===== src/shared/eq_search_pkg.sv =====
// Purpose: constants shared by the equalizer search control block
// Assumes: 8-bit registers reached through the device i2c port
// Notes:   field layouts beyond the floor-enable bit are local choices
package eq_search_pkg;
  localparam int CODE_W = 4;
  localparam logic [CODE_W-1:0] CODE_MIN = 4'h0;

  // register offsets
  localparam logic [7:0] ADDR_ERR_SRC    = 8'h42;
  localparam logic [7:0] ADDR_SEARCH_CTL = 8'hd2;
  localparam logic [7:0] ADDR_RESULT     = 8'hd3;
  localparam logic [7:0] ADDR_LIMITS     = 8'hd5;

  // eq_error_source_select fields
  localparam int SRC_CDR_BIT   = 0;
  localparam int SRC_ENC_BIT   = 1;
  localparam int SRC_PAR_BIT   = 2;
  localparam int SRC_CHECK_BIT = 3;
  localparam int THR_LSB       = 4;
  localparam int THR_W         = 4;

  // eq_search_control fields
  localparam int CTL_RESTART_BIT    = 0;
  localparam int CTL_FIRST_LOCK_BIT = 1;
  localparam int CTL_FLOOR_EN_BIT   = 2;
  localparam int DWELL_LSB          = 3;
  localparam int DWELL_W            = 3;

  // eq_search_limits fields
  localparam int LIM_FLOOR_LSB = 0;
  localparam int LIM_CEIL_LSB  = 4;

  // eq_result_status fields
  localparam int RES_CODE_LSB = 0;
  localparam int RES_HELD_BIT = 4;
  localparam int RES_LOCK_BIT = 5;

  // reset values
  localparam logic [7:0] ERR_SRC_RST = 8'h1f;
  localparam logic [7:0] CTL_RST     = 8'h02;
  localparam logic [7:0] LIMITS_RST  = 8'hf0;

  // dwell unit: 2.62 ms of a 25 MHz reference, kept as a cycle count
  localparam int DWELL_UNIT_NS = 2620000;
  localparam int REF_NOM_MHZ   = 25;
  localparam int DWELL_DEFAULT_CYCLES = DWELL_UNIT_NS * REF_NOM_MHZ / 1000;
  localparam int TIMER_W = 20;
  localparam int ERR_W   = 8;

  typedef enum logic [6:0] {
    I_IDLE     = 7'b0000001,
    I_ADDR     = 7'b0000010,
    I_ACK_ADDR = 7'b0000100,
    I_WRITE    = 7'b0001000,
    I_ACK_WR   = 7'b0010000,
    I_READ     = 7'b0100000,
    I_ACK_RD   = 7'b1000000
  } i2c_state_t;

  typedef enum logic [1:0] {
    S_SEARCH = 2'b01,
    S_HOLD   = 2'b10
  } search_state_t;
endpackage


===== src/hdl/eq_dwell_judge.sv =====
// Purpose: dwell timer and error accumulator for one gain code
// Assumes: err_pulse and clear are on ref_clk
// Notes:   expired pulses once per dwell interval
`timescale 1ns/1ns
module eq_dwell_judge #(
  parameter int DWELL_CYCLES = eq_search_pkg::DWELL_DEFAULT_CYCLES
) (
  input  wire logic                             ref_clk,
  input  wire logic                             rst,
  input  wire logic                             clear,
  input  wire logic [eq_search_pkg::DWELL_W-1:0] dwell_sel,
  input  wire logic                             err_pulse,
  input  wire logic [eq_search_pkg::THR_W-1:0]  err_thr,
  output logic                                  expired,
  output logic                                  err_over
);
  import eq_search_pkg::*;

  logic [TIMER_W-1:0] timer;
  logic [TIMER_W-1:0] dwell_len;
  logic [TIMER_W-1:0] mult;
  logic [ERR_W-1:0]   err_cnt;
  logic               at_end;
  logic               in_window;

  // dwell scales in whole units of the reference cycle count
  always_comb begin
    mult = TIMER_W'(dwell_sel) + TIMER_W'(1);
    dwell_len = TIMER_W'(DWELL_CYCLES) * mult;
    // at or past the end, so a dwell shortened mid-interval still ends
    at_end = (timer >= dwell_len - TIMER_W'(1));
    in_window = (timer < (dwell_len >> 1));
  end

  always_ff @(posedge ref_clk) begin
    if (rst || clear || at_end) begin
      timer <= '0;
    end else begin
      timer <= timer + TIMER_W'(1);
    end
  end

  always_ff @(posedge ref_clk) begin
    if (rst) begin
      expired <= 1'b0;
    end else begin
      expired <= at_end && !clear;
    end
  end

  // errors counted over the first half of each dwell, saturating
  always_ff @(posedge ref_clk) begin
    if (rst || clear || at_end) begin
      err_cnt <= '0;
    end else if (err_pulse && in_window && (err_cnt != '1)) begin
      err_cnt <= err_cnt + ERR_W'(1);
    end
  end

  always_ff @(posedge ref_clk) begin
    if (rst || clear) begin
      err_over <= 1'b0;
    end else begin
      err_over <= (err_cnt > ERR_W'(err_thr));
    end
  end
endmodule


===== src/hdl/adaptive_eq_search_control.sv =====
// Purpose: equalizer gain search control with i2c register access
// Assumes: ref_clk 25 MHz; scl/sda and cdr lock arrive asynchronously
// Notes:   link error strobes are single-cycle pulses on ref_clk
//
// Functional notes
// - writing the restart bit restarts the search at any time
// - after reset the search cycles through codes until one is judged good
// - with a compatible partner, first lock restarts the search once
// - restart bit or soft reset begins again from the lower bound (the floor when enabled)
// - the ceiling field bounds the highest code the search reaches
// - the floor value is where adaption starts
// - the floor applies only when the floor-enable bit is set
// - the chosen gain code is readable in the result register
// - each code is tried for one dwell interval before stepping
// - default dwell is the 2.62 ms count of a 25 MHz reference
// - past the ceiling without lock the search wraps to the bound
// - error checking takes part in judging codes by default
// - each error source is selectable in the source register
// - errors are counted over half the dwell interval
// - error count above threshold moves to the next code
// - on valid lock the code is held while lock persists and errors stay within threshold
// - on loss of lock the search advances to the next code
`timescale 1ns/1ns
module adaptive_eq_search_control #(
  parameter logic [6:0] DEV_ADDR     = 7'h30,
  parameter int         DWELL_CYCLES = eq_search_pkg::DWELL_DEFAULT_CYCLES
) (
  input  wire logic                            ref_clk,
  input  wire logic                            rst,
  input  wire logic                            scl_in,
  input  wire logic                            sda_in,
  output logic                                 sda_out,
  output logic                                 sda_oe_n,
  input  wire logic                            cdr_lock,
  input  wire logic                            cdr_error,
  input  wire logic                            enc_error,
  input  wire logic                            parity_error,
  input  wire logic                            compatible_partner,
  input  wire logic                            digital_soft_reset,
  output logic [eq_search_pkg::CODE_W-1:0]     eq_gain_code,
  output logic                                 eq_code_held
);
  import eq_search_pkg::*;

  // synchronisers
  logic scl_m, scl_s, scl_q;
  logic sda_m, sda_s, sda_q;
  logic lock_m, lock_s, lock_q;

  // i2c slave
  i2c_state_t     i_state;
  logic [3:0]     bit_cnt;
  logic [7:0]     shreg;
  logic [7:0]     ptr;
  logic           rw;
  logic           first_byte;
  logic           nack;
  logic           wr_en;
  logic [7:0]     wr_addr;
  logic [7:0]     wr_data;
  logic [7:0]     rd_data;
  logic           start_det;
  logic           stop_det;
  logic           scl_rise;
  logic           scl_fall;

  // registers
  logic [7:0]     err_src;
  logic [7:0]     search_ctl;
  logic [7:0]     limits;
  logic           restart_req;

  // search
  search_state_t  s_state;
  logic [CODE_W-1:0] code;
  logic [CODE_W-1:0] lower;
  logic [CODE_W-1:0] ceiling;
  logic [CODE_W-1:0] next_code;
  logic           clear;
  logic           first_lock_done;
  logic           first_lock_restart;
  logic           restart;
  logic           err_pulse;
  logic           expired;
  logic           err_over;
  logic           check_en;
  logic           code_good;

  always_ff @(posedge ref_clk) begin
    if (rst) begin
      scl_m  <= 1'b1;
      scl_s  <= 1'b1;
      scl_q  <= 1'b1;
      sda_m  <= 1'b1;
      sda_s  <= 1'b1;
      sda_q  <= 1'b1;
      lock_m <= 1'b0;
      lock_s <= 1'b0;
      lock_q <= 1'b0;
    end else begin
      scl_m  <= scl_in;
      scl_s  <= scl_m;
      scl_q  <= scl_s;
      sda_m  <= sda_in;
      sda_s  <= sda_m;
      sda_q  <= sda_s;
      lock_m <= cdr_lock;
      lock_s <= lock_m;
      lock_q <= lock_s;
    end
  end

  always_comb begin
    start_det = scl_s && scl_q && sda_q && !sda_s;
    stop_det  = scl_s && scl_q && !sda_q && sda_s;
    scl_rise  = scl_s && !scl_q;
    scl_fall  = !scl_s && scl_q;
  end

  // register read mux
  always_comb begin
    if (ptr == ADDR_ERR_SRC) begin
      rd_data = err_src;
    end else if (ptr == ADDR_SEARCH_CTL) begin
      rd_data = search_ctl;
    end else if (ptr == ADDR_RESULT) begin
      rd_data = '0;
      rd_data[RES_CODE_LSB +: CODE_W] = code;
      rd_data[RES_HELD_BIT] = (s_state == S_HOLD);
      rd_data[RES_LOCK_BIT] = lock_s;
    end else if (ptr == ADDR_LIMITS) begin
      rd_data = limits;
    end else begin
      rd_data = '0;
    end
  end

  // i2c slave: open-drain sda, only ever pulled low
  always_ff @(posedge ref_clk) begin
    if (rst) begin
      sda_out <= 1'b0;
    end else begin
      sda_out <= 1'b0;
    end
  end

  always_ff @(posedge ref_clk) begin
    if (rst) begin
      i_state    <= I_IDLE;
      bit_cnt    <= '0;
      shreg      <= '0;
      ptr        <= '0;
      rw         <= 1'b0;
      first_byte <= 1'b0;
      nack       <= 1'b0;
      sda_oe_n   <= 1'b1;
      wr_en      <= 1'b0;
      wr_addr    <= '0;
      wr_data    <= '0;
    end else begin
      wr_en <= 1'b0;
      if (start_det) begin
        i_state    <= I_ADDR;
        bit_cnt    <= '0;
        first_byte <= 1'b1;
        sda_oe_n   <= 1'b1;
      end else if (stop_det) begin
        i_state  <= I_IDLE;
        sda_oe_n <= 1'b1;
      end else begin
        case (i_state)
          I_ADDR, I_WRITE: begin
            if (scl_rise && bit_cnt != 4'd8) begin
              shreg   <= {shreg[6:0], sda_s};
              bit_cnt <= bit_cnt + 4'd1;
            end else if (scl_fall && bit_cnt == 4'd8) begin
              if (i_state == I_ADDR) begin
                if (shreg[7:1] == DEV_ADDR) begin
                  sda_oe_n <= 1'b0;
                  rw       <= shreg[0];
                  i_state  <= I_ACK_ADDR;
                end else begin
                  i_state <= I_IDLE;
                end
              end else begin
                sda_oe_n <= 1'b0;
                i_state  <= I_ACK_WR;
                if (first_byte) begin
                  ptr        <= shreg;
                  first_byte <= 1'b0;
                end else begin
                  wr_en   <= 1'b1;
                  wr_addr <= ptr;
                  wr_data <= shreg;
                  ptr     <= ptr + 8'd1;
                end
              end
            end
          end
          I_ACK_ADDR: begin
            if (scl_fall) begin
              bit_cnt <= '0;
              if (rw) begin
                shreg    <= rd_data;
                sda_oe_n <= rd_data[7];
                i_state  <= I_READ;
              end else begin
                sda_oe_n <= 1'b1;
                i_state  <= I_WRITE;
              end
            end
          end
          I_ACK_WR: begin
            if (scl_fall) begin
              sda_oe_n <= 1'b1;
              bit_cnt  <= '0;
              i_state  <= I_WRITE;
            end
          end
          I_READ: begin
            if (scl_rise) begin
              bit_cnt <= bit_cnt + 4'd1;
            end else if (scl_fall) begin
              if (bit_cnt == 4'd8) begin
                sda_oe_n <= 1'b1;
                ptr      <= ptr + 8'd1;
                i_state  <= I_ACK_RD;
              end else begin
                shreg    <= {shreg[6:0], 1'b0};
                sda_oe_n <= shreg[6];
              end
            end
          end
          I_ACK_RD: begin
            if (scl_rise) begin
              nack <= sda_s;
            end else if (scl_fall) begin
              bit_cnt <= '0;
              if (nack) begin
                i_state <= I_IDLE;
              end else begin
                shreg    <= rd_data;
                sda_oe_n <= rd_data[7];
                i_state  <= I_READ;
              end
            end
          end
          default: begin
            sda_oe_n <= 1'b1;
          end
        endcase
      end
    end
  end

  // register writes; restart bit is a self-clearing command
  always_ff @(posedge ref_clk) begin
    if (rst) begin
      err_src     <= ERR_SRC_RST;
      search_ctl  <= CTL_RST;
      limits      <= LIMITS_RST;
      restart_req <= 1'b0;
    end else begin
      restart_req <= 1'b0;
      if (wr_en) begin
        if (wr_addr == ADDR_ERR_SRC) begin
          err_src <= wr_data;
        end else if (wr_addr == ADDR_SEARCH_CTL) begin
          search_ctl <= wr_data;
          search_ctl[CTL_RESTART_BIT] <= 1'b0;
          restart_req <= wr_data[CTL_RESTART_BIT];
        end else if (wr_addr == ADDR_LIMITS) begin
          limits <= wr_data;
        end
      end
    end
  end

  // selected link errors feed the accumulator
  always_ff @(posedge ref_clk) begin
    if (rst) begin
      err_pulse <= 1'b0;
    end else begin
      err_pulse <= (cdr_error && err_src[SRC_CDR_BIT])
                || (enc_error && err_src[SRC_ENC_BIT])
                || (parity_error && err_src[SRC_PAR_BIT]);
    end
  end

  // one restart on the first lock seen from a compatible partner
  always_comb begin
    first_lock_restart = lock_s && !lock_q && !first_lock_done
                      && compatible_partner
                      && search_ctl[CTL_FIRST_LOCK_BIT];
    restart = restart_req || digital_soft_reset
           || first_lock_restart;
  end

  always_ff @(posedge ref_clk) begin
    if (rst) begin
      first_lock_done <= 1'b0;
    end else if (first_lock_restart) begin
      first_lock_done <= 1'b1;
    end
  end

  always_comb begin
    ceiling = limits[LIM_CEIL_LSB +: CODE_W];
    if (search_ctl[CTL_FLOOR_EN_BIT]) begin
      lower = limits[LIM_FLOOR_LSB +: CODE_W];
    end else begin
      lower = CODE_MIN;
    end
    if (code >= ceiling) begin
      next_code = lower;
    end else begin
      next_code = code + CODE_W'(1);
    end
    check_en  = err_src[SRC_CHECK_BIT];
    code_good = lock_s && !(check_en && err_over);
  end

  always_ff @(posedge ref_clk) begin
    if (rst) begin
      s_state <= S_SEARCH;
      code    <= CODE_MIN;
      clear   <= 1'b1;
    end else begin
      clear <= 1'b0;
      if (restart) begin
        s_state <= S_SEARCH;
        code    <= lower;
        clear   <= 1'b1;
      end else begin
        case (s_state)
          S_SEARCH: begin
            if (expired) begin
              if (code_good) begin
                s_state <= S_HOLD;
              end else begin
                code  <= next_code;
                clear <= 1'b1;
              end
            end
          end
          S_HOLD: begin
            if (!lock_s) begin
              s_state <= S_SEARCH;
              code    <= next_code;
              clear   <= 1'b1;
            end else if (expired && check_en && err_over) begin
              s_state <= S_SEARCH;
              code    <= next_code;
              clear   <= 1'b1;
            end
          end
          default: begin
            s_state <= S_SEARCH;
          end
        endcase
      end
    end
  end

  always_ff @(posedge ref_clk) begin
    if (rst) begin
      eq_gain_code <= CODE_MIN;
      eq_code_held <= 1'b0;
    end else begin
      eq_gain_code <= code;
      eq_code_held <= (s_state == S_HOLD);
    end
  end

  eq_dwell_judge #(
    .DWELL_CYCLES (DWELL_CYCLES)
  ) u_judge (
    .ref_clk   (ref_clk),
    .rst       (rst),
    .clear     (clear),
    .dwell_sel (search_ctl[DWELL_LSB +: DWELL_W]),
    .err_pulse (err_pulse),
    .err_thr   (err_src[THR_LSB +: THR_W]),
    .expired   (expired),
    .err_over  (err_over)
  );
endmodule


===== config.mk =====
export PLATFORM = sky130hd
export DESIGN_NAME = adaptive_eq_search_control
export DESIGN_NICKNAME = d
export VERILOG_FILES = /design/src/shared/eq_search_pkg.sv /design/src/hdl/eq_dwell_judge.sv /design/src/hdl/adaptive_eq_search_control.sv
export SDC_FILE = /design/constraint.sdc
export NUM_CORES = 1
export LEC_CHECK = 0
export BUFFER_PORTS_ARGS = -buffer_cell sky130_fd_sc_hd__buf_2
export CAP_MARGIN = 20
export CORE_UTILIZATION = 48
export CTS_CLUSTER_DIAMETER = 120
export CTS_CLUSTER_SIZE = 10
export DETAILED_ROUTE_END_ITERATION = 16
export HOLD_SLACK_MARGIN = 0.03
export PLACE_DENSITY_LB_ADDON = 0.15
export SETUP_SLACK_MARGIN = 0.2
export SYNTH_ARGS = -nofsm -noshare
export SYNTH_HDL_FRONTEND = slang
export SYNTH_SLANG_ARGS = --single-unit

===== constraint.sdc =====
create_clock -name ref_clk -period 7.7 [get_ports ref_clk]
set_input_delay 1.54 -clock ref_clk [delete_from_list [all_inputs] [get_ports ref_clk]]
set_output_delay 1.54 -clock ref_clk [all_outputs]
set_load 0.005 [all_outputs]

### Yosys cells after proc, flatten, opt, wreduce, memory -nomap -nowiden

Cells that the tools add are included.

* bits in registers: 125
* input bits: 10
* logic and storage cells: 260

* add/subtract/negate cells: 7
* $mul: 1
* order comparisons: 4
* eq/ne operators: 53
* muxes and demuxes: 82
* bitwise logic cells: 10
* reduce and logical (&&, ||, !) cells: 67

Operator list (number)
* $mux 8: 20
* $mux 7: 10
* $mux 4: 11
* $ne 4x4->1 const B: 11
* $eq 8x8->1 const B: 5
* $ne 2x2->1 const B: 19
* $pmux 7 s5: 1
* $pmux 8 s4: 1
* $reduce_and 10->1: 3
* $mux 1: 24
* $logic_and 1x1->1: 23
* $add 20x1->20 const B: 1
* $ge 20x20->1: 1
* $lt 20x19->1: 1
* $mul 14x20->18 const A: 1
* $sub 20x1->20 const B: 1
* $add 8x1->8 const B: 2
* $eq 8x7->1 const B: 2
* $pmux 4 s4: 1
* $pmux 8 s2: 1
* $eq 7x6->1 const B: 2
* $reduce_and 7->1: 2
* $mux 2: 6
* $mux 6: 2
* other kinds (39): 73

### Depth between registers and ports, before layout

Gate-level depths: netlist of run 1.

* depth in word-level cells: 9
* mapped depth: 27

### Cells and area by module

Synthesis of run 1 repeated with hierarchy kept, for this count alone.

* cell total of the unflattened synthesis: 937
* area total of the unflattened synthesis: 8091.5 µm²

Modules (own cells, without submodules)
* adaptive_eq_search_control: times used 1, cells each 556, area an instance 4874.7 µm², seq. area each 1901.8 µm²
* eq_dwell_judge: times used 1, cells each 381, area an instance 3216.8 µm², seq. area each 600.6 µm²

### Worst setup path before layout of run 1

Ideal clock, no wire load.

* kind: register to register
* from: register search_ctl[3]
* to: register u_judge.err_cnt[7]
* library setup time: 0.071 ns
* arrival time: 6.382 ns
* slack: 1.247 ns
* stages on the path, launching flop included: 27
* buffers on the path: 1
* clock period less this slack: 6.453 ns
* cell sequence: dfxtp_1 clkbuf_1 inv_1 ha_1 inv_1 fa_1 inv_1 ha_1 inv_1 fa_1 and2b_4 o2111ai_2 a21oi_2 nor3_1 o31ai_1 a21oi_1 xor2_1 ha_1 nor4b_1 nand2_1 a2111oi_0 o21ai_0 a2111o_1 a21oi_2 o21ai_2 or4_1 a21oi_1

* cells in the longest elaborated chain, start to end: 5
* elaborated cells between the ends (all ways): 8
* classes of those cells: add/sub: 2; mul: 1; order compare: 2; reduce/logical: 3

Ends and longest elaborated chain
* start: declaration: RTL line adaptive_eq_search_control.sv:69 `logic [7:0] search_ctl;`
* start signal: assignment: RTL line adaptive_eq_search_control.sv:269 `search_ctl <= wr_data;`
* $add 3x1->4 (*): RTL line eq_dwell_judge.sv:28 `mult = TIMER_W'(dwell_sel) + TIMER_W'(1);`
* $mul 14x20->18 (*): RTL line eq_dwell_judge.sv:29 `dwell_len = TIMER_W'(DWELL_CYCLES) * mult;`
* $sub 20x1->20 / $lt 20x19->1 (equally long branches): RTL line eq_dwell_judge.sv:31, eq_dwell_judge.sv:32
* $ge 20x20->1 / $logic_and 1x1->1 (equally long branches): RTL line eq_dwell_judge.sv:31, eq_dwell_judge.sv:55
* $logic_or 1x1->1 / $logic_and 1x1->1 (equally long branches): RTL line eq_dwell_judge.sv:53, eq_dwell_judge.sv:55
* end signal: assignment: RTL line eq_dwell_judge.sv:56 `err_cnt <= err_cnt + ERR_W'(1);`
* end: declaration: RTL line eq_dwell_judge.sv:22 `logic [ERR_W-1:0] err_cnt;`

Every way passes the cells marked *; elsewhere a longest branch is shown, timed or not.
A chain may end at the register's enable or synchronous reset.

### Worst setup path after layout of run 1

Same ends and word-level chain as after synthesis.

==> metrics.md, run 1 <==
| Metric | Value |
|---|---|
| Routed metal-1 wire length | `8560 um` |
| Worst skew pair latency | `0.41 ns` |
| Sequential Power Share | `42.5%` |
| Synth Area in Simple Gates | `23.5%` |
| Synth Area in Compound Gates | `17.1%` |
| Syn Inst Count | `934` |
| R2R Setup Slk | `1.05 ns` |
| Antenna Violating Nets Remaining | `0` |
| Initial DRC count | `405` |
| Most common cell after layout, fill and taps aside | `dfxtp_1` |
| Reg2Reg Depth | `25` |
| Routability cong. | `0.845` |
| Worst-path clk slew | `0.06 ns` |
| Slew Viols, Final | `0` |
| Setup crit end kind | `flop` |
| PnR Total Power | `1.56 mW` |
| Post-Route WL | `17300 um` |
| Post-Synth XOR/XNOR Area | `5.16%` |
| Reg area | `0.00250 mm^2` |
| CTS buffer count | `17` |
| Yosys warns | `0` |
| Inserted Diodes | `0` |
| Hold Vio Cnt, Final | `0` |
| Mapped Nets | `1023` |
| Largest net degree at the start of global routing | `51` |
| GRT Total Usage | `22.3%` |
| GR Overflow Total | `0` |
| Area grow syn2layout | `11.3%` |
| Core box area | `0.0154 mm^2` |
| Avg WL per Cell | `14.9 um` |
| Drt drc | `0` |
| Synth Area in Adders | `14.0%` |
| Num Clock Sinks | `125` |
| Most frequent cells in the layout | `dfxtp_1, nor2_1, nand2_1` |
| NetSw | `0.352 mW` |
| Max Buffers Root-to-Sink | `2` |
| CTS tree | `done` |
| Main combinational cell family by area after synthesis | `simple AND/OR/NAND/NOR gates` |
| First-pass GRT wire length | `29100 um` |
| Antenna violations before repair | `0` |
| Internal | `1.21 mW` |
| Worst Min Path Start | `scl_m` |
| Sequential cell area fraction in the yosys report | `32.7%` |
| EDFF count, synth | `0` |
| Multi-input logic area | `0.00482 mm^2` |
| Synth cell types | `72` |
| Max_cap viols | `0` |
| Initial Utilization | `49.7%` |
| Share of the synthesized area in the top cell type | `32.7%` |
| Share of post-route cells with drive strength above 1 | `7.68%` |
| RSZ-0062 raised after global routing | `no` |
| Worst r2r src | `search_ctl[3]` |
| Met2 wire length | `8150 um` |
| Highest routed layer | `met4` |
| FFs w/ async S/R, synth | `0%` |
| Worst reg2reg path endpoint | `u_judge.err_cnt[7]` |
| P per Cell Area | `183 mW/mm^2` |
| WHS Path Cells | `1` |
| # H-tree levels | `4` |
| Num rows | `45` |
| Vias per inst | `5.49` |
| Mean Syn Cell Area | `8.18 um^2` |
| Least-Margin Pin Slew | `1.05 ns` |
| # setup viols final | `0` |
| Nature of the critical path startpoint | `flop` |
| Relative slew slack | `29.6%` |
| Post-Syn Area | `0.00764 mm^2` |
| Critical path arrival | `6.97 ns` |
| Tmin final | `6.65 ns` |
| Fmax | `0.150 GHz` |
| DIE AREA | `0.0164 mm^2` |
| Die height | `128 um` |
| Number of global-route vias before repair | `5848` |
| Synth area leader | `dfxtp_1` |
| TNS Setup | `0 ns` |
| Hold worst-path end | `scl_s` |
| Final nets | `1026` |
| Filler cell count | `1427` |
| HP Class | `flop to flop` |
| Post-DP HPWL | `12700 um` |
| Post-synthesis register bit count | `125` |
| Post-synthesis mux area share | `3.01%` |
| Period utilisation layout | `86.3%` |
| DR WL met3 | `444 um` |
| Die X | `128 um` |
| Status | `finished, final reports clean` |
| Power share of the clock group | `53.4%` |
| Top FF cell, synth | `dfxtp_1` |
| Gate power share | `4.2%` |
| Top cells by area, synth | `dfxtp_1, ha_1, nor2_1` |
| CTS Root Cell | `clkbuf_16` |
| VDD IR max | `137 uV` |
| Port Buffer Count | `15` |
| Io pins | `17` |
| Critical Path RT | `8.02 ns` |
| Clock Skews | `0.00654 ns` |
| Vias | `6369` |
| Worst Path Class, Setup | `flop to flop` |
| Critical Path Fanout Max | `12` |
| Leak pwr | `3.50 nW` |
| DRT Pass-1 Iters | `5` |
| Net Sw Frac | `22.6%` |
==> power by group through the flow <==
stage               Combinational [mW]  Clock, mW  Sequential [mW]
finish                          0.0651      0.832            0.662
global route                    0.0752      0.877            0.663
CTS                             0.0657      0.844            0.662
detailed placement              0.0652          0            0.676
global placement                0.0648          0            0.677
floorplan                       0.0534          0            0.674
==> cell usage after synthesis (12+ instances only) <==
| master | instances |
|---|---|
| a211o_1 | 12 |
| a211oi_1 | 12 |
| a21oi_1 | 68 |
| and3_1 | 16 |
| clkbuf_1 | 33 |
| dfxtp_1 | 125 |
| ha_1 | 71 |
| inv_1 | 51 |
| mux2i_1 | 23 |
| nand2_1 | 89 |
| nand3_1 | 30 |
| nand4_1 | 13 |
| nor2_1 | 115 |
| nor2b_1 | 28 |
| nor3_1 | 19 |
| o21ai_0 | 26 |
| xnor2_1 | 16 |
| xor2_1 | 29 |
==> area by class of cell <==
class,count,area share [%]
clock buffer,19,5.32
clock inverter,13,1.88
timing repair buffer,20,1.32
multi-input combinational,721,56.6
tap,211,3.10
inverter,52,2.29
sequential,125,29.4
==> metrics by stage <==
step / cells / hold slack [ns] / setup WS [ns] / area [um^2] / util, %
final: 1161 / 0.420 / 1.05 / 8510 / 55.3
after global routing: 1161 / 0.440 / 0.248 / 8510 / 55.3
after CTS: 1160 / 0.425 / 0.785 / 8490 / 55.2
after detailed placement: 1128 / 0.406 / 0.808 / 7880 / 51.2
after global placement: 1128 / 0.392 / 1.05 / 7880 / 51.2
after floorplan: 934 / 0.389 / 1.25 / 7640 / -
==> critical path, cell delays in order, from the launching register on <==
cell and delay [ns]:
dfxtp_2 0.52, inv_1 0.10, ha_1 0.48, inv_1 0.10, fa_1 0.60, inv_1 0.11, ha_1 0.32, inv_1 0.06
fa_1 0.44, and2b_4 0.27, o2111ai_2 0.16, a21oi_2 0.29, nor3_1 0.10, o31ai_1 0.24, a21oi_1 0.11, xor2_1 0.19
ha_1 0.21, nor4b_1 0.24, nand2_1 0.15, a2111oi_0 0.41, o21ai_0 0.15, a2111o_1 0.32, a21oi_2 0.20, o21ai_2 0.16
or4_1 0.49, a21oi_1 0.14
==> kinds of logic after synthesis <==
kind of cell	after synthesis
AOI/OAI and AO/OA	199
xor gates and xnor gates	45
adders and majority gates	81
buffers and inverters	88
DFF	125
muxes	23
other	1
and+or+nand+nor	372
==> registers in the layout, indices dropped and copies added, names as in the netlist, 2 cells and up <==
signal / cells
u_judge.err_cnt: 8
s_state: 2
limits: 8
wr_addr: 8
eq_gain_code: 4
i_state: 7
ptr: 8
search_ctl: 7
u_judge.timer: 20
bit_cnt: 4
wr_data: 8
err_src: 8
shreg: 8
code: 4
==> routing by layer <==
| metal | GRT usage (%) | vias to the layer above |
|---|---|---|
| li1 | - | 3284 |
| met1 | 30.3 | 2990 |
| met2 | 36.5 | 85 |
| met3 | 3.80 | 10 |
| met4 | 5.95 | 0 |
| met5 | 0 | - |
==> what timing repair did <==
item,CTS,global route
buffers inserted,0,0
endpoints found under the setup margin,0,4
endpoints found under the hold margin,0,0
gates resized for setup,0,2
hold buffers,0,0
==> worst max-delay path by stage <==
stage                    endpoint  cells after the start          start
2_1_floorplan  u_judge.err_cnt[7]                     26  search_ctl[3]
3_3_place_gp   u_judge.err_cnt[7]                     25  search_ctl[3]
3_5_place_dp   u_judge.err_cnt[7]                     25  search_ctl[3]
4_1_cts        u_judge.err_cnt[7]                     25  search_ctl[3]
5_1_grt        u_judge.err_cnt[7]                     25  search_ctl[3]
6_report       u_judge.err_cnt[7]                     25  search_ctl[3]
Power figures use the tool's default switching activity.
==> run 2: changes to the inputs <==
--- a/config.mk
+++ b/config.mk
@@ -5,9 +5,10 @@
 export SDC_FILE = /design/constraint.sdc
 export NUM_CORES = 1
 export LEC_CHECK = 0
+export ABC_AREA = 1
 export BUFFER_PORTS_ARGS = -buffer_cell sky130_fd_sc_hd__buf_2
-export CAP_MARGIN = 20
-export CORE_UTILIZATION = 48
+export CAP_MARGIN = 10
+export CORE_UTILIZATION = 40
 export CTS_CLUSTER_DIAMETER = 120
 export CTS_CLUSTER_SIZE = 10
 export DETAILED_ROUTE_END_ITERATION = 16
==> run 2 against run 1 <==
Net effect: combinational power fell by 4.8%; clock power rose by 2.8%; first-iteration DRC count fell by 29%; worst setup slack improved by 0.47 ns; flip-flop and latch count did not move; clock skew rose by 0.017 ns; via count rose by 5.7%; area after synthesis rose by 4.0%; wire length rose by 6.5%; synthesized cell count rose by 14%; largest power group unchanged; highest routed layer unchanged.
==> metrics.md, run 2 <==
| Metric | Value |
|---|---|
| Final nets | `1177` |
| Area grow syn2layout | `12.3%` |
| Avg WL per Cell | `13.5 um` |
| # setup viols final | `0` |
| Number of global-route vias before repair | `6282` |
| Routability cong. | `0.855` |
| Port Buffer Count | `15` |
| Core box area | `0.0195 mm^2` |
| Setup crit end kind | `flop` |
| GR Overflow Total | `0` |
| Inserted Diodes | `0` |
| Hold Vio Cnt, Final | `0` |
| DIE AREA | `0.0204 mm^2` |
| Least-Margin Pin Slew | `0.885 ns` |
| NetSw | `0.355 mW` |
| Initial Utilization | `40.8%` |
| Top cells by area, synth | `dfxtp_1, ha_1, inv_1` |
| Most frequent cells in the layout | `inv_1, nand2_1, dfxtp_1` |
| Drt drc | `0` |
| Tmin final | `6.18 ns` |
| Final non-filler cell total | `1366` |
| CP peak stage delay | `0.83 ns` |
| Power share of the clock group | `54.1%` |
| Initial DRC count | `289` |
| P per Cell Area | `177 mW/mm^2` |
| Critical Path RT | `8.04 ns` |
| Post-Route WL | `18400 um` |
| Top FF cell, synth | `dfxtp_1` |
| Syn Inst Count | `1069` |
| CTS tree | `done` |
| DRT Pass-1 Iters | `4` |
| Max Buffers Root-to-Sink | `2` |
| Sequential Power Share | `42.0%` |
| Die X | `143 um` |
| Worst skew pair latency | `0.43 ns` |
| Reg area | `0.00250 mm^2` |
| Reg2Reg Depth | `25` |
| Vias per inst | `4.93` |
| Worst Min Path Start | `lock_m` |
| Share of the synthesized area in the top cell type | `31.5%` |
| Count leader, synth | `inv_1` |
| PnR Total Power | `1.58 mW` |
| FFs w/ async S/R, synth | `0%` |
| Most frequent CP cell | `inv_1` |
| Worst-path clk slew | `0.06 ns` |
| EDFF count, synth | `0` |
| Slew Viols, Final | `0` |
| DP Worst Slack | `1.46 ns` |
| Max_cap viols | `0` |
| Post-DP HPWL | `13900 um` |
| Critical path arrival | `6.52 ns` |
| Post_cts resized | `0` |
| Multi-input logic area | `0.00465 mm^2` |
| Antenna violations before repair | `0` |
| TNS Setup | `0 ns` |
| Internal | `1.23 mW` |
| Synth cell count leaders | `inv_1, nand2_1, dfxtp_1, nor2_1` |
| WHS | `0.407 ns` |
| Critical Path Fanout Max | `21` |
| Cells after DPL | `1334` |
| Net Sw Frac | `22.5%` |
| Synth cell types | `65` |
| Mapped Nets | `1158` |
| Slowest cell on crit path | `nor3_1` |
| VDD IR max | `152 uV` |
| Synth area leader | `dfxtp_1` |
| Setup bufs post-CTS | `0` |
| Hold buffers post-CTS | `0` |
| CTS buffer count | `17` |
| Largest net degree at the start of global routing | `56` |
| HP Class | `flop to flop` |
| Filler cell count | `1982` |
| Worst Path Class, Setup | `flop to flop` |
| Num Clock Sinks | `125` |
| Share of post-route cells with drive strength above 1 | `11.0%` |
| Io pins | `17` |
| Vias | `6733` |
| Clock Skews | `0.0232 ns` |
| GRT Total Usage | `19.1%` |
| Hold worst-path end | `lock_s` |
| Post-Syn Area | `0.00795 mm^2` |
| First-pass GRT wire length | `30700 um` |
| Yosys warns | `0` |
| Num rows | `51` |
| Sequential cell area fraction in the yosys report | `31.5%` |
| # H-tree levels | `4` |
| Worst r2r src | `search_ctl[3]` |
| Antenna Violating Nets Remaining | `0` |
| Most common cell after layout, fill and taps aside | `inv_1` |
| Nature of the critical path startpoint | `flop` |
| Worst reg2reg path endpoint | `u_judge.timer[14]` |
| Status | `finished, final reports clean` |
| WHS Path Cells | `2` |
| Die height | `143 um` |
| Most flops, register | `u_judge.timer` |
| R2R Setup Slk | `1.52 ns` |
| Fmax | `0.162 GHz` |
| Relative slew slack | `40.6%` |
| Mean Syn Cell Area | `7.43 um^2` |
| Post-synthesis register bit count | `125` |
| Leak pwr | `3.94 nW` |
| CTS Root Cell | `clkbuf_16` |
| RSZ-0062 raised after global routing | `no` |
| Period utilisation layout | `80.2%` |
| Max reg flops | `20` |
| Gate power share | `3.9%` |
| Fin worst setup slack | `1.52 ns` |
[run 2: cell types whose count changed after synthesis, moves of 9 or more]
cell      previous run  this run
nand2_1             89       153
a211o_1             12         0
mux2i_1             23         0
o21ai_0             26        76
nand3_1             30        41
clkbuf_1            33        13
inv_1               51       173
and3_1              16         2
nand2b_1             9         0
nor2b_1             28         0
inv_2                1        11
nor2_1             115       101
a21o_1              10         1
o211ai_1             5        19
[run 2: layout make-up]
cell class | count | share of cell area, %
clock buffer | 18 | 4.92
inverter | 187 | 7.88
timing repair buffer | 20 | 1.26
clock inverter | 14 | 2.14
multi-input combinational | 737 | 52.0
tap | 265 | 3.71
sequential | 125 | 28.0
[run 2: worst max-delay path by stage]
stage	slack, ns	start	end
after floorplan	2.37	search_ctl[3]	u_judge.timer[13]
after global placement	1.67	search_ctl[3]	u_judge.timer[3]
after detailed placement	1.46	search_ctl[3]	u_judge.timer[14]
after CTS	1.43	search_ctl[3]	u_judge.timer[14]
after global routing	0.83	search_ctl[3]	u_judge.timer[14]
final	1.52	search_ctl[3]	u_judge.timer[14]
[run 2: power groups by stage]
stage	logic, mW	registers (mW)	clock network (mW)
final	0.0620	0.664	0.855
after global placement	0.0618	0.678	0
after floorplan	0.0471	0.676	0
after detailed placement	0.0617	0.678	0
after global routing	0.0703	0.665	0.904
after CTS	0.0622	0.664	0.876
[run 2: cell families (layout without fill, tap and decap cells)]
group                      after synthesis  after routing  synth area share [%]
other                                    1              1                0.0472
AOI/OAI and AO/OA                      225            225                  16.6
DFF                                    125            125                  31.5
xor gates and xnor gates                37             37                  4.17
and+or+nand+nor                        395            395                  24.4
adders and majority gates               79             79                  13.2
buffers and inverters                  207            239                  10.1
[run 2: per-stage QoR]
| step | cell area, um^2 | utilization (%) |
|---|---|---|
| finish | 8930 | 45.9 |
| global route | 8930 | 45.9 |
| CTS | 8930 | 45.9 |
| detailed placement | 8300 | 42.6 |
| global placement | 8300 | 42.6 |
| floorplan | 7950 | - |
[run 2: critical path: cells and delay by family, from the launching register on]
family,cells,cell delay (ns)
buffers and inverters,5,0.82
xor gates and xnor gates,1,0.10
and+or+nand+nor,10,2.47
adders and majority gates,4,1.54
DFF,1,0.62
AOI/OAI and AO/OA,5,0.54
[run 2: metal layers]
layer	global-route usage (%)	part of all wire [%]
met2	31.0	46
met4	5.94	0.77
met3	3.19	2.9
met5	0	0
met1	25.8	50
